===== src/rtl/sensor_regs.svh =====
// command codes, status bit positions, reset values and crc constants
`ifndef SENSOR_REGS_SVH
`define SENSOR_REGS_SVH

`define CMD_HEAT_ON       16'h306D
`define CMD_HEAT_OFF      16'h3066
`define CMD_CLR_STAT      16'h3041
`define CMD_SOFT_RST      16'h30A2
`define CMD_RD_STAT       16'hF32D
`define CMD_FETCH         16'hE000
`define GC_RESET_BYTE     8'h06
`define GC_ADDR           7'h00
`define DEV_ADDR_DEFAULT  7'h45

`define ST_ALERT          4'hF
`define ST_HEATER         4'hD
`define ST_RH_ALERT       4'hB
`define ST_T_ALERT        4'hA
`define ST_RESET_SEEN     4'h4
`define ST_CMD_FAIL       4'h1
`define ST_WR_CRC_FAIL    4'h0
`define STATUS_RESET      16'h8010
`define STATUS_MASK       16'hAC13

`define CRC_POLY          8'h31
`define CRC_INIT          8'hFF
`define CRC_XOROUT        8'h00
`define IDLE_BYTE         8'hFF
`define WR_BUF_BYTES      3'h5

`endif


===== src/rtl/sensor_pkg.sv =====
// shared types of the sensor command block
package sensor_pkg;

	typedef struct packed {
		logic scl;
		logic sda;
	} line_type;

	typedef enum logic [1:0] {
		ST_IDLE = 2'b00,
		ST_RX   = 2'b01,
		ST_TX   = 2'b10
	} link_state_type;

	typedef enum logic [1:0] {
		SRC_NONE   = 2'b00,
		SRC_STATUS = 2'b01,
		SRC_MEAS   = 2'b10
	} source_type;

endpackage : sensor_pkg


===== src/rtl/sensor_status_heater_crc.sv =====
// two-wire slave with heater, status word and crc-protected words
`include "sensor_regs.svh"
`timescale 1ns/10ps
`default_nettype none

// Notes on behaviour
// - heater on 0x306D, off 0x3066
// - heater stays off after any reset
// - status bit 13 mirrors heater state
// - status word holds heater, alert, command outcomes
// - bit 15 set while alerts pending, resets one
// - bit 4 set on resets until cleared
// - bit 1 flags last command not processed
// - bit 0 flags bad write data checksum
// - clear command 0x3041 zeroes bits 15,11,10,4
// - every data word followed by its crc
// - crc poly 0x31, init 0xFF, no reflection
// - measurements sent as unsigned raw words, temperature first
module sensor_status_heater_crc #(
	parameter logic [6:0] DEV_ADDR = `DEV_ADDR_DEFAULT
) (
	// clock and reset
	input  wire logic        i_clock,
	input  wire logic        i_rst,
	// two-wire link
	input  wire logic        i_scl,
	input  wire logic        i_sda_in,
	output var  logic        o_sda_out,
	output var  logic        o_sda_oe,
	// sensor core side
	input  wire logic        i_rh_alert,
	input  wire logic        i_t_alert,
	input  wire logic        i_supply_fail,
	input  wire logic [15:0] i_raw_humidity_word,
	input  wire logic [15:0] i_raw_temp_word,
	// state
	output var  logic        o_heater_on,
	output var  logic [15:0] o_status_word
);

	function automatic logic [7:0] crc8(input logic [15:0] word);
		logic [7:0] c;
		c = `CRC_INIT;
		for (int i = 15; i >= 0; i--) begin
			c = (c[7] ^ word[i]) ? ({c[6:0], 1'b0} ^ `CRC_POLY) : {c[6:0], 1'b0};
		end
		return c ^ `CRC_XOROUT;
	endfunction : crc8

	function automatic logic [7:0] tx_byte(input sensor_pkg::source_type src,
		input logic [2:0] idx, input logic [15:0] wa, input logic [15:0] wb);
		logic [7:0] b;
		b = `IDLE_BYTE;
		if (src != sensor_pkg::SRC_NONE) begin
			case (idx)
				3'h0: b = wa[15:8];
				3'h1: b = wa[7:0];
				3'h2: b = crc8(wa);
				3'h3: b = (src == sensor_pkg::SRC_MEAS) ? wb[15:8] : `IDLE_BYTE;
				3'h4: b = (src == sensor_pkg::SRC_MEAS) ? wb[7:0] : `IDLE_BYTE;
				3'h5: b = (src == sensor_pkg::SRC_MEAS) ? crc8(wb) : `IDLE_BYTE;
				default: b = `IDLE_BYTE;
			endcase
		end
		return b;
	endfunction : tx_byte

	sensor_pkg::line_type       line_s1_r, line_s2_r, line_s3_r, line_f_r, line_d_r;
	sensor_pkg::link_state_type state_r;
	sensor_pkg::source_type     src_r;
	logic                       is_addr_r;
	logic                       gc_r;
	logic                       wr_act_r;
	logic [3:0]                 bit_cnt_r;
	logic [7:0]                 shift_r;
	logic [7:0]                 tx_r;
	logic [2:0]                 wr_cnt_r;
	logic [2:0]                 rd_idx_r;
	logic [7:0]                 wr_buf_r [0:4];
	logic                       sda_oe_r;
	logic                       sda_out_r;
	logic [15:0]                word_a_r, word_b_r;
	logic [15:0]                stat_r, stat_nxt;
	logic                       heater_r, heater_nxt;

	// three-stage sampling; a change counts once stages two and three agree
	always_ff @(posedge i_clock) begin
		line_s1_r <= '{scl: i_scl, sda: i_sda_in};
		line_s2_r <= line_s1_r;
		line_s3_r <= line_s2_r;
	end

	always_ff @(posedge i_clock) begin
		if (i_rst) begin
			line_f_r <= '{scl: 1'b1, sda: 1'b1};
			line_d_r <= '{scl: 1'b1, sda: 1'b1};
		end else begin
			if (line_s2_r.scl == line_s3_r.scl)
				line_f_r.scl <= line_s3_r.scl;
			if (line_s2_r.sda == line_s3_r.sda)
				line_f_r.sda <= line_s3_r.sda;
			line_d_r <= line_f_r;
		end
	end

	wire scl_rise  = line_f_r.scl & ~line_d_r.scl;
	wire scl_fall  = ~line_f_r.scl & line_d_r.scl;
	wire scl_held  = line_f_r.scl & line_d_r.scl;
	wire cond_start = scl_held & line_d_r.sda & ~line_f_r.sda;
	wire cond_stop  = scl_held & ~line_d_r.sda & line_f_r.sda;
	wire frame_end  = cond_start | cond_stop;

	wire [15:0] cmd_word   = {wr_buf_r[0], wr_buf_r[1]};
	wire        is_heat_on = cmd_word == `CMD_HEAT_ON;
	wire        is_heat_off = cmd_word == `CMD_HEAT_OFF;
	wire        is_clear   = cmd_word == `CMD_CLR_STAT;
	wire        is_srst    = cmd_word == `CMD_SOFT_RST;
	wire        is_rd_stat = cmd_word == `CMD_RD_STAT;
	wire        is_fetch   = cmd_word == `CMD_FETCH;
	wire        cmd_known  = is_heat_on | is_heat_off | is_clear | is_srst | is_rd_stat | is_fetch;
	wire        exec       = frame_end & wr_act_r & ~gc_r & (wr_cnt_r >= 3'h2);
	wire        gc_exec    = frame_end & wr_act_r & gc_r & (wr_cnt_r != 3'h0)
		& (wr_buf_r[0] == `GC_RESET_BYTE);
	wire        has_data   = wr_cnt_r == `WR_BUF_BYTES;
	wire        data_bad   = crc8({wr_buf_r[2], wr_buf_r[3]}) != wr_buf_r[4];
	wire        addr_gc    = (shift_r[7:1] == `GC_ADDR) & ~shift_r[0];
	wire        addr_hit   = (shift_r[7:1] == DEV_ADDR) | addr_gc;
	wire [2:0]  tx_idx     = (state_r == sensor_pkg::ST_RX) ? 3'h0 : rd_idx_r;
	wire [7:0]  tx_next    = tx_byte(src_r, tx_idx, word_a_r, word_b_r);
	wire        tx_bit     = tx_r[3'h7 - bit_cnt_r[2:0]];

	// byte engine: ack slot is count 8, count 9 hands over to the next byte
	always_ff @(posedge i_clock) begin
		if (i_rst) begin
			state_r   <= sensor_pkg::ST_IDLE;
			is_addr_r <= 1'b0;
			gc_r      <= 1'b0;
			wr_act_r  <= 1'b0;
			bit_cnt_r <= 4'h0;
			shift_r   <= 8'h00;
			tx_r      <= 8'h00;
			wr_cnt_r  <= 3'h0;
			rd_idx_r  <= 3'h0;
			sda_oe_r  <= 1'b0;
		end else if (frame_end) begin
			state_r   <= cond_start ? sensor_pkg::ST_RX : sensor_pkg::ST_IDLE;
			is_addr_r <= 1'b1;
			wr_act_r  <= 1'b0;
			bit_cnt_r <= 4'h0;
			rd_idx_r  <= 3'h0;
			sda_oe_r  <= 1'b0;
		end else begin
			case (state_r)
				sensor_pkg::ST_RX: begin
					if (scl_rise) begin
						bit_cnt_r <= bit_cnt_r + 4'h1;
						if (bit_cnt_r < 4'h8)
							shift_r <= {shift_r[6:0], line_f_r.sda};
					end
					if (scl_fall && bit_cnt_r == 4'h8) begin
						if (is_addr_r && !addr_hit) begin
							state_r <= sensor_pkg::ST_IDLE;
						end else begin
							sda_oe_r <= 1'b1;
							if (is_addr_r) begin
								gc_r     <= addr_gc;
								wr_act_r <= ~shift_r[0];
								wr_cnt_r <= 3'h0;
							end else if (wr_cnt_r != `WR_BUF_BYTES) begin
								wr_buf_r[wr_cnt_r] <= shift_r;
								wr_cnt_r <= wr_cnt_r + 3'h1;
							end
						end
					end
					if (scl_fall && bit_cnt_r == 4'h9) begin
						bit_cnt_r <= 4'h0;
						is_addr_r <= 1'b0;
						sda_oe_r  <= 1'b0;
						if (is_addr_r && shift_r[0]) begin
							state_r  <= sensor_pkg::ST_TX;
							tx_r     <= tx_next;
							sda_oe_r <= ~tx_next[7];
							rd_idx_r <= 3'h1;
						end
					end
				end
				sensor_pkg::ST_TX: begin
					if (scl_rise) begin
						bit_cnt_r <= bit_cnt_r + 4'h1;
						// a nack ends the read; the master follows with stop
						if (bit_cnt_r == 4'h8 && line_f_r.sda)
							state_r <= sensor_pkg::ST_IDLE;
					end
					if (scl_fall) begin
						if (bit_cnt_r == 4'h8) begin
							sda_oe_r <= 1'b0;
						end else if (bit_cnt_r == 4'h9) begin
							bit_cnt_r <= 4'h0;
							tx_r      <= tx_next;
							sda_oe_r  <= ~tx_next[7];
							if (rd_idx_r != 3'h7)
								rd_idx_r <= rd_idx_r + 3'h1;
						end else if (bit_cnt_r != 4'h0) begin
							sda_oe_r <= ~tx_bit;
						end
					end
				end
				default: begin
					sda_oe_r <= 1'b0;
				end
			endcase
		end
	end

	// open drain: the line is only ever pulled low
	always_ff @(posedge i_clock) begin
		sda_out_r <= 1'b0;
	end

	always_ff @(posedge i_clock) begin
		if (i_rst) begin
			src_r    <= sensor_pkg::SRC_NONE;
			word_a_r <= 16'h0000;
			word_b_r <= 16'h0000;
		end else if (exec) begin
			src_r <= sensor_pkg::SRC_NONE;
			if (is_rd_stat) begin
				src_r    <= sensor_pkg::SRC_STATUS;
				word_a_r <= stat_r;
			end
			if (is_fetch) begin
				src_r    <= sensor_pkg::SRC_MEAS;
				word_a_r <= i_raw_temp_word;
				word_b_r <= i_raw_humidity_word;
			end
		end
	end

	always_comb begin
		stat_nxt   = stat_r;
		heater_nxt = heater_r;
		if (exec) begin
			stat_nxt[`ST_CMD_FAIL] = ~cmd_known;
			if (has_data)
				stat_nxt[`ST_WR_CRC_FAIL] = data_bad;
			if (is_clear) begin
				stat_nxt[`ST_ALERT]      = 1'b0;
				stat_nxt[`ST_RH_ALERT]   = 1'b0;
				stat_nxt[`ST_T_ALERT]    = 1'b0;
				stat_nxt[`ST_RESET_SEEN] = 1'b0;
			end
			if (is_heat_on)
				heater_nxt = 1'b1;
			if (is_heat_off || is_srst)
				heater_nxt = 1'b0;
		end
		if ((exec && is_srst) || gc_exec) begin
			stat_nxt[`ST_RESET_SEEN] = 1'b1;
			heater_nxt = 1'b0;
		end
		// events win over a clear in the same cycle
		if (i_rh_alert) begin
			stat_nxt[`ST_RH_ALERT] = 1'b1;
			stat_nxt[`ST_ALERT]    = 1'b1;
		end
		if (i_t_alert) begin
			stat_nxt[`ST_T_ALERT] = 1'b1;
			stat_nxt[`ST_ALERT]   = 1'b1;
		end
		if (i_supply_fail)
			stat_nxt[`ST_RESET_SEEN] = 1'b1;
		stat_nxt[`ST_HEATER] = heater_nxt;
		stat_nxt = stat_nxt & `STATUS_MASK;
	end

	always_ff @(posedge i_clock) begin
		if (i_rst) begin
			stat_r   <= `STATUS_RESET;
			heater_r <= 1'b0;
		end else begin
			stat_r   <= stat_nxt;
			heater_r <= heater_nxt;
		end
	end

	assign o_sda_out     = sda_out_r;
	assign o_sda_oe      = sda_oe_r;
	assign o_heater_on   = heater_r;
	assign o_status_word = stat_r;
endmodule : sensor_status_heater_crc

`default_nettype wire


===== config.mk =====
export PLATFORM = sky130hd
export DESIGN_NAME = sensor_status_heater_crc
export DESIGN_NICKNAME = d
export VERILOG_FILES = /design/src/rtl/sensor_pkg.sv /design/src/rtl/sensor_status_heater_crc.sv
export VERILOG_INCLUDE_DIRS = /design/src /design/src/rtl
export SDC_FILE = /design/constraint.sdc
export NUM_CORES = 1
export LEC_CHECK = 0
export BUFFER_PORTS_ARGS = -buffer_cell sky130_fd_sc_hd__buf_4
export CAP_MARGIN = 5
export CORE_MARGIN = 8
export CORE_UTILIZATION = 37
export DETAILED_ROUTE_END_ITERATION = 7
export GPL_ROUTABILITY_DRIVEN = 0
export PLACE_DENSITY = 0.58
export SLEW_MARGIN = 15
export SYNTH_ARGS = -nofsm -noshare
export SYNTH_HDL_FRONTEND = slang
export SYNTH_SLANG_ARGS = --single-unit

===== constraint.sdc =====
create_clock -name i_clock -period 3.3 [get_ports i_clock]
set_input_delay 0.33 -clock i_clock [delete_from_list [all_inputs] [get_ports i_clock]]
set_output_delay 0.33 -clock i_clock [all_outputs]
set_load 0.01 [all_outputs]

==> results.yml <==
run_status:
  run_status: "finished clean"
setup_path:
  cpMostUsedCell: "nand2_1"
  timing.critical_path.fanout_max: 8
  critical-path-top-delay-family: "simple AND/OR/NAND/NOR gates"
  crit_path_max_incr_delay_ns: 0.53
  arrival_ns: 2.88
  timing.critical_path.cells: "nor4b_1 > buf_4 > nand2_1 > or3_1 > nor3_1 > nand2_1 > nor2_1"
  ff2ff_setup_slack_ns: 0.48
  worst_r2r_startpoint: "bit_cnt_r[2]$_SDFFE_PP0P_"
  worst_setup_path_end_kind: "register"
  worst_setup_path_start_kind: "register"
  r2r_cells: 7
  cp.required_ns: 3.36
  crit_buf_inv: 1
  worstReg2RegEnd: "wr_buf_r[2][4]$_DFFE_PP_"
  critical_path.slowest_cell: "nor2_1"
  worstSetupPathType: "register to register"
clock_tree:
  cts_buffers: 17
  cts_num_sinks: 123
  clock_insertion_delay_worst_skew_ns: 0.42
  setup_bufs_post_cts: 0
  library_cell_used_as_clock_root_buffer: "clkbuf_16"
  cts-htree-levels: 4
  cts_repair_resize_count: 0
  holdBufCountCts: 0
  clkSlewWorstSetupHoldPaths_ns: 0.06
  cts_tree: "done"
  clk_path_buf_depth: 2
detailed_routing:
  drt-vias-per-instance: 5.107
  remaining_drc_errors: 0
  drt-wirelength-per-cell_um: 16.14
  detail_route.iter0.violations: 326
  antenna_violating_nets_post_route: 0
  drt-pass1-iter-count: 4
  detailroute.via_count: 4841
  finalWirelength_mm: 15.30
grt:
  via_count_of_the_first_global_routing_pass: 5037
  grt_antenna_before_repair: 0
  globalRoute.totalOverflow: 0
  gr-usage-all-layers_pct: 14.22
  grt_max_degree: 39
  grt_first_pass_wirelength_mm: 25.26
layout:
  num-fill-cells: 1661
  post-route-cell-area_um2: 7767
  most_common_cell_after_layout_fill_and_taps_aside: "dfxtp_1"
  final_net_count: 756
  layout.cells.most_common_list: "dfxtp_1, nor2_1, xnor2_1"
  area.growth.synth_to_final_pct: 17.78
  insertedDiodeCount: 0
  fin_cells: 948
  drive_gt1_share_pct: 15.44
  multi_input_comb_area_um2: 3528
  final_core_utilization_pct: 43.84
  area.sequential_um2: 2863
timing:
  hold_violations: 0
  slew_violations: 0
  fin_crit_sh_pct: 85.49
  timing.clock.skew_ns: 0.01372
  min_period_ns: 2.821
  post_route_hold_slack_ns: 0.02026
  final.setup.tns_ns: 0
  setup_viol: 0
  grt_setup_unrepaired: "no"
  timing.max_slew.rel_slack_pct: 50.05
  worst-slew-pin-transition_ns: 0.7482
  worst_slack_ns: 0.4789
  max_freq_ghz: 0.3545
yosys:
  yosysWarningCount: 0
  synth_edf_count: 40
  asyncSetResetFlopFracSynth_pct: 0
  synth.yosys.seq_area_share_pct: 43.41
  synth_area_leader_cell: "dfxtp_1"
  synthesis.instances: 664
  avgSynthCellArea_um2: 9.932
  synth.top_cell.area_share_pct: 25.19
  number_of_synthesized_register_bits: 123
  syn_area_um2: 6595
  yosysUniqueCellTypes: 64
  synthFlopType: "dfxtp_1"
  synth.area.top_cells: "dfxtp_1, edfxtp_1, xnor2_1, mux2i_1, xnor3_1"
pwr:
  power.share.switching_pct: 22.26
  power.share.combinational_pct: 3.7
  clock_power_share_pct: 52.8
  p_leak_nw: 2.830
  cellPowerDensity_nw_per_um2: 470.4
  max-vdd-ir-drop_mv: 0.3968
  post_layout_power_mw: 3.653
  seq_power_share_pct: 43.5
  internal_power_mw: 2.840
  power.switching_mw: 0.8133
job:
  timing.max_cap.violations: 0
die:
  die-width_um: 149.5
  std_cell_rows: 49
  start_util_pct: 37.22
  die_area_um2: 22350
  io-pin-count: 58
  die_h_um: 149.5
  coreArea_um2: 17720
worst_hold_path:
  min_to: "line_s1_r[0]$_DFF_P_"
  hp-class: "input port to register"
  depth_of_the_worst_hold_timing_path: 1
  worstHoldStart: "i_sda_in"
placed_design:
  place_ws_ns: 0.5393
  place_inst: 916
  buffer_ports.inserted: 47
  placedInstanceArea_um2: 7154
  detailedPlacementHpwl_mm: 11.15
==> worst max-delay path by stage <==
stage / endpoint / slack [ns] / startpoint / cells past startpoint
global route: wr_buf_r[2][7]$_DFFE_PP_ / 0.24 / bit_cnt_r[2]$_SDFFE_PP0P_ / 7
detailed placement: wr_buf_r[2][1]$_DFFE_PP_ / 0.54 / bit_cnt_r[2]$_SDFFE_PP0P_ / 7
finish: wr_buf_r[2][4]$_DFFE_PP_ / 0.48 / bit_cnt_r[2]$_SDFFE_PP0P_ / 7
floorplan: wr_buf_r[3][0]$_DFFE_PP_ / 0.69 / bit_cnt_r[0]$_SDFFE_PP0P_ / 7
CTS: wr_buf_r[2][1]$_DFFE_PP_ / 0.45 / bit_cnt_r[2]$_SDFFE_PP0P_ / 7
global placement: wr_buf_r[2][1]$_DFFE_PP_ / 0.61 / bit_cnt_r[2]$_SDFFE_PP0P_ / 7
==> flip-flops by register name (all words and copies together) (netlist names), 3 cells and up <==
name	count
o_status_word	6
word_b_r	16
rd_idx_r	3
shift_r	8
wr_buf_r	40
word_a_r	16
wr_cnt_r	3
tx_r	8
bit_cnt_r	4
==> routing by layer <==
layer | vias up | track usage (%) | wire length [µm]
li1 | 2418 | - | -
met4 | 0 | 6.108 | 323
met1 | 2301 | 17.25 | 6952
met2 | 99 | 23.40 | 7337
met3 | 23 | 3.719 | 690
met5 | - | 0 | 0
==> power groups by stage <==
stage | clock network [mW] | registers, mW | logic, mW
finish | 1.93 | 1.59 | 0.135
global route | 2.03 | 1.59 | 0.150
CTS | 1.96 | 1.59 | 0.135
detailed placement | 0 | 1.62 | 0.135
global placement | 0 | 1.62 | 0.132
floorplan | 0 | 1.61 | 0.0888
==> cell type report <==
class	count	share of cell area, %
clock buffers	18	5.525
clock inverters	14	2.368
inverters	11	0.5316
multi-input cells	495	45.43
flip-flops and latches	123	36.86
well taps	229	3.689
repair buffers	58	5.606
==> worst register-to-register path: stages (launching register included) <==
cell and delay [ns]:
dfxtp_1 0.41, nor4b_1 0.35, buf_4 0.19, nand2_1 0.12, or3_1 0.44, nor3_1 0.31
nand2_1 0.13, nor2_1 0.53
==> kinds of logic after synthesis <==
kind of cell	share of synthesized area, %
AO/OA/AOI/OAI	10.30
XOR/XNOR	16.62
adder cells (fa/ha/maj)	2.087
buffers and inverters	3.775
flip-flops	43.41
multiplexers	6.147
other	0.05686
AND/OR/NAND/NOR	17.61
==> cells in the mapped netlist (3+ instances only) <==
cell type,number
nand3b_1,5
xnor2_1,65
ha_1,11
and3_1,5
a21oi_1,34
buf_4,11
nand2b_1,7
nand3_1,11
mux2_2,8
dfxtp_1,83
xor2_1,19
a31oi_1,5
nor2_1,69
nor4b_1,5
nand4_1,5
nor3_1,28
nor3b_1,7
a221o_1,6
xnor3_1,12
clkbuf_1,30
nand2_1,60
a22oi_1,9
and2_1,4
a21o_1,3
mux2i_1,27
nor2b_1,4
nor4bb_1,5
o21ai_0,14
or2_2,4
a211oi_1,11
edfxtp_1,40
o21bai_1,5
inv_1,11
nor4_1,5
Power figures use the tool's default switching activity.
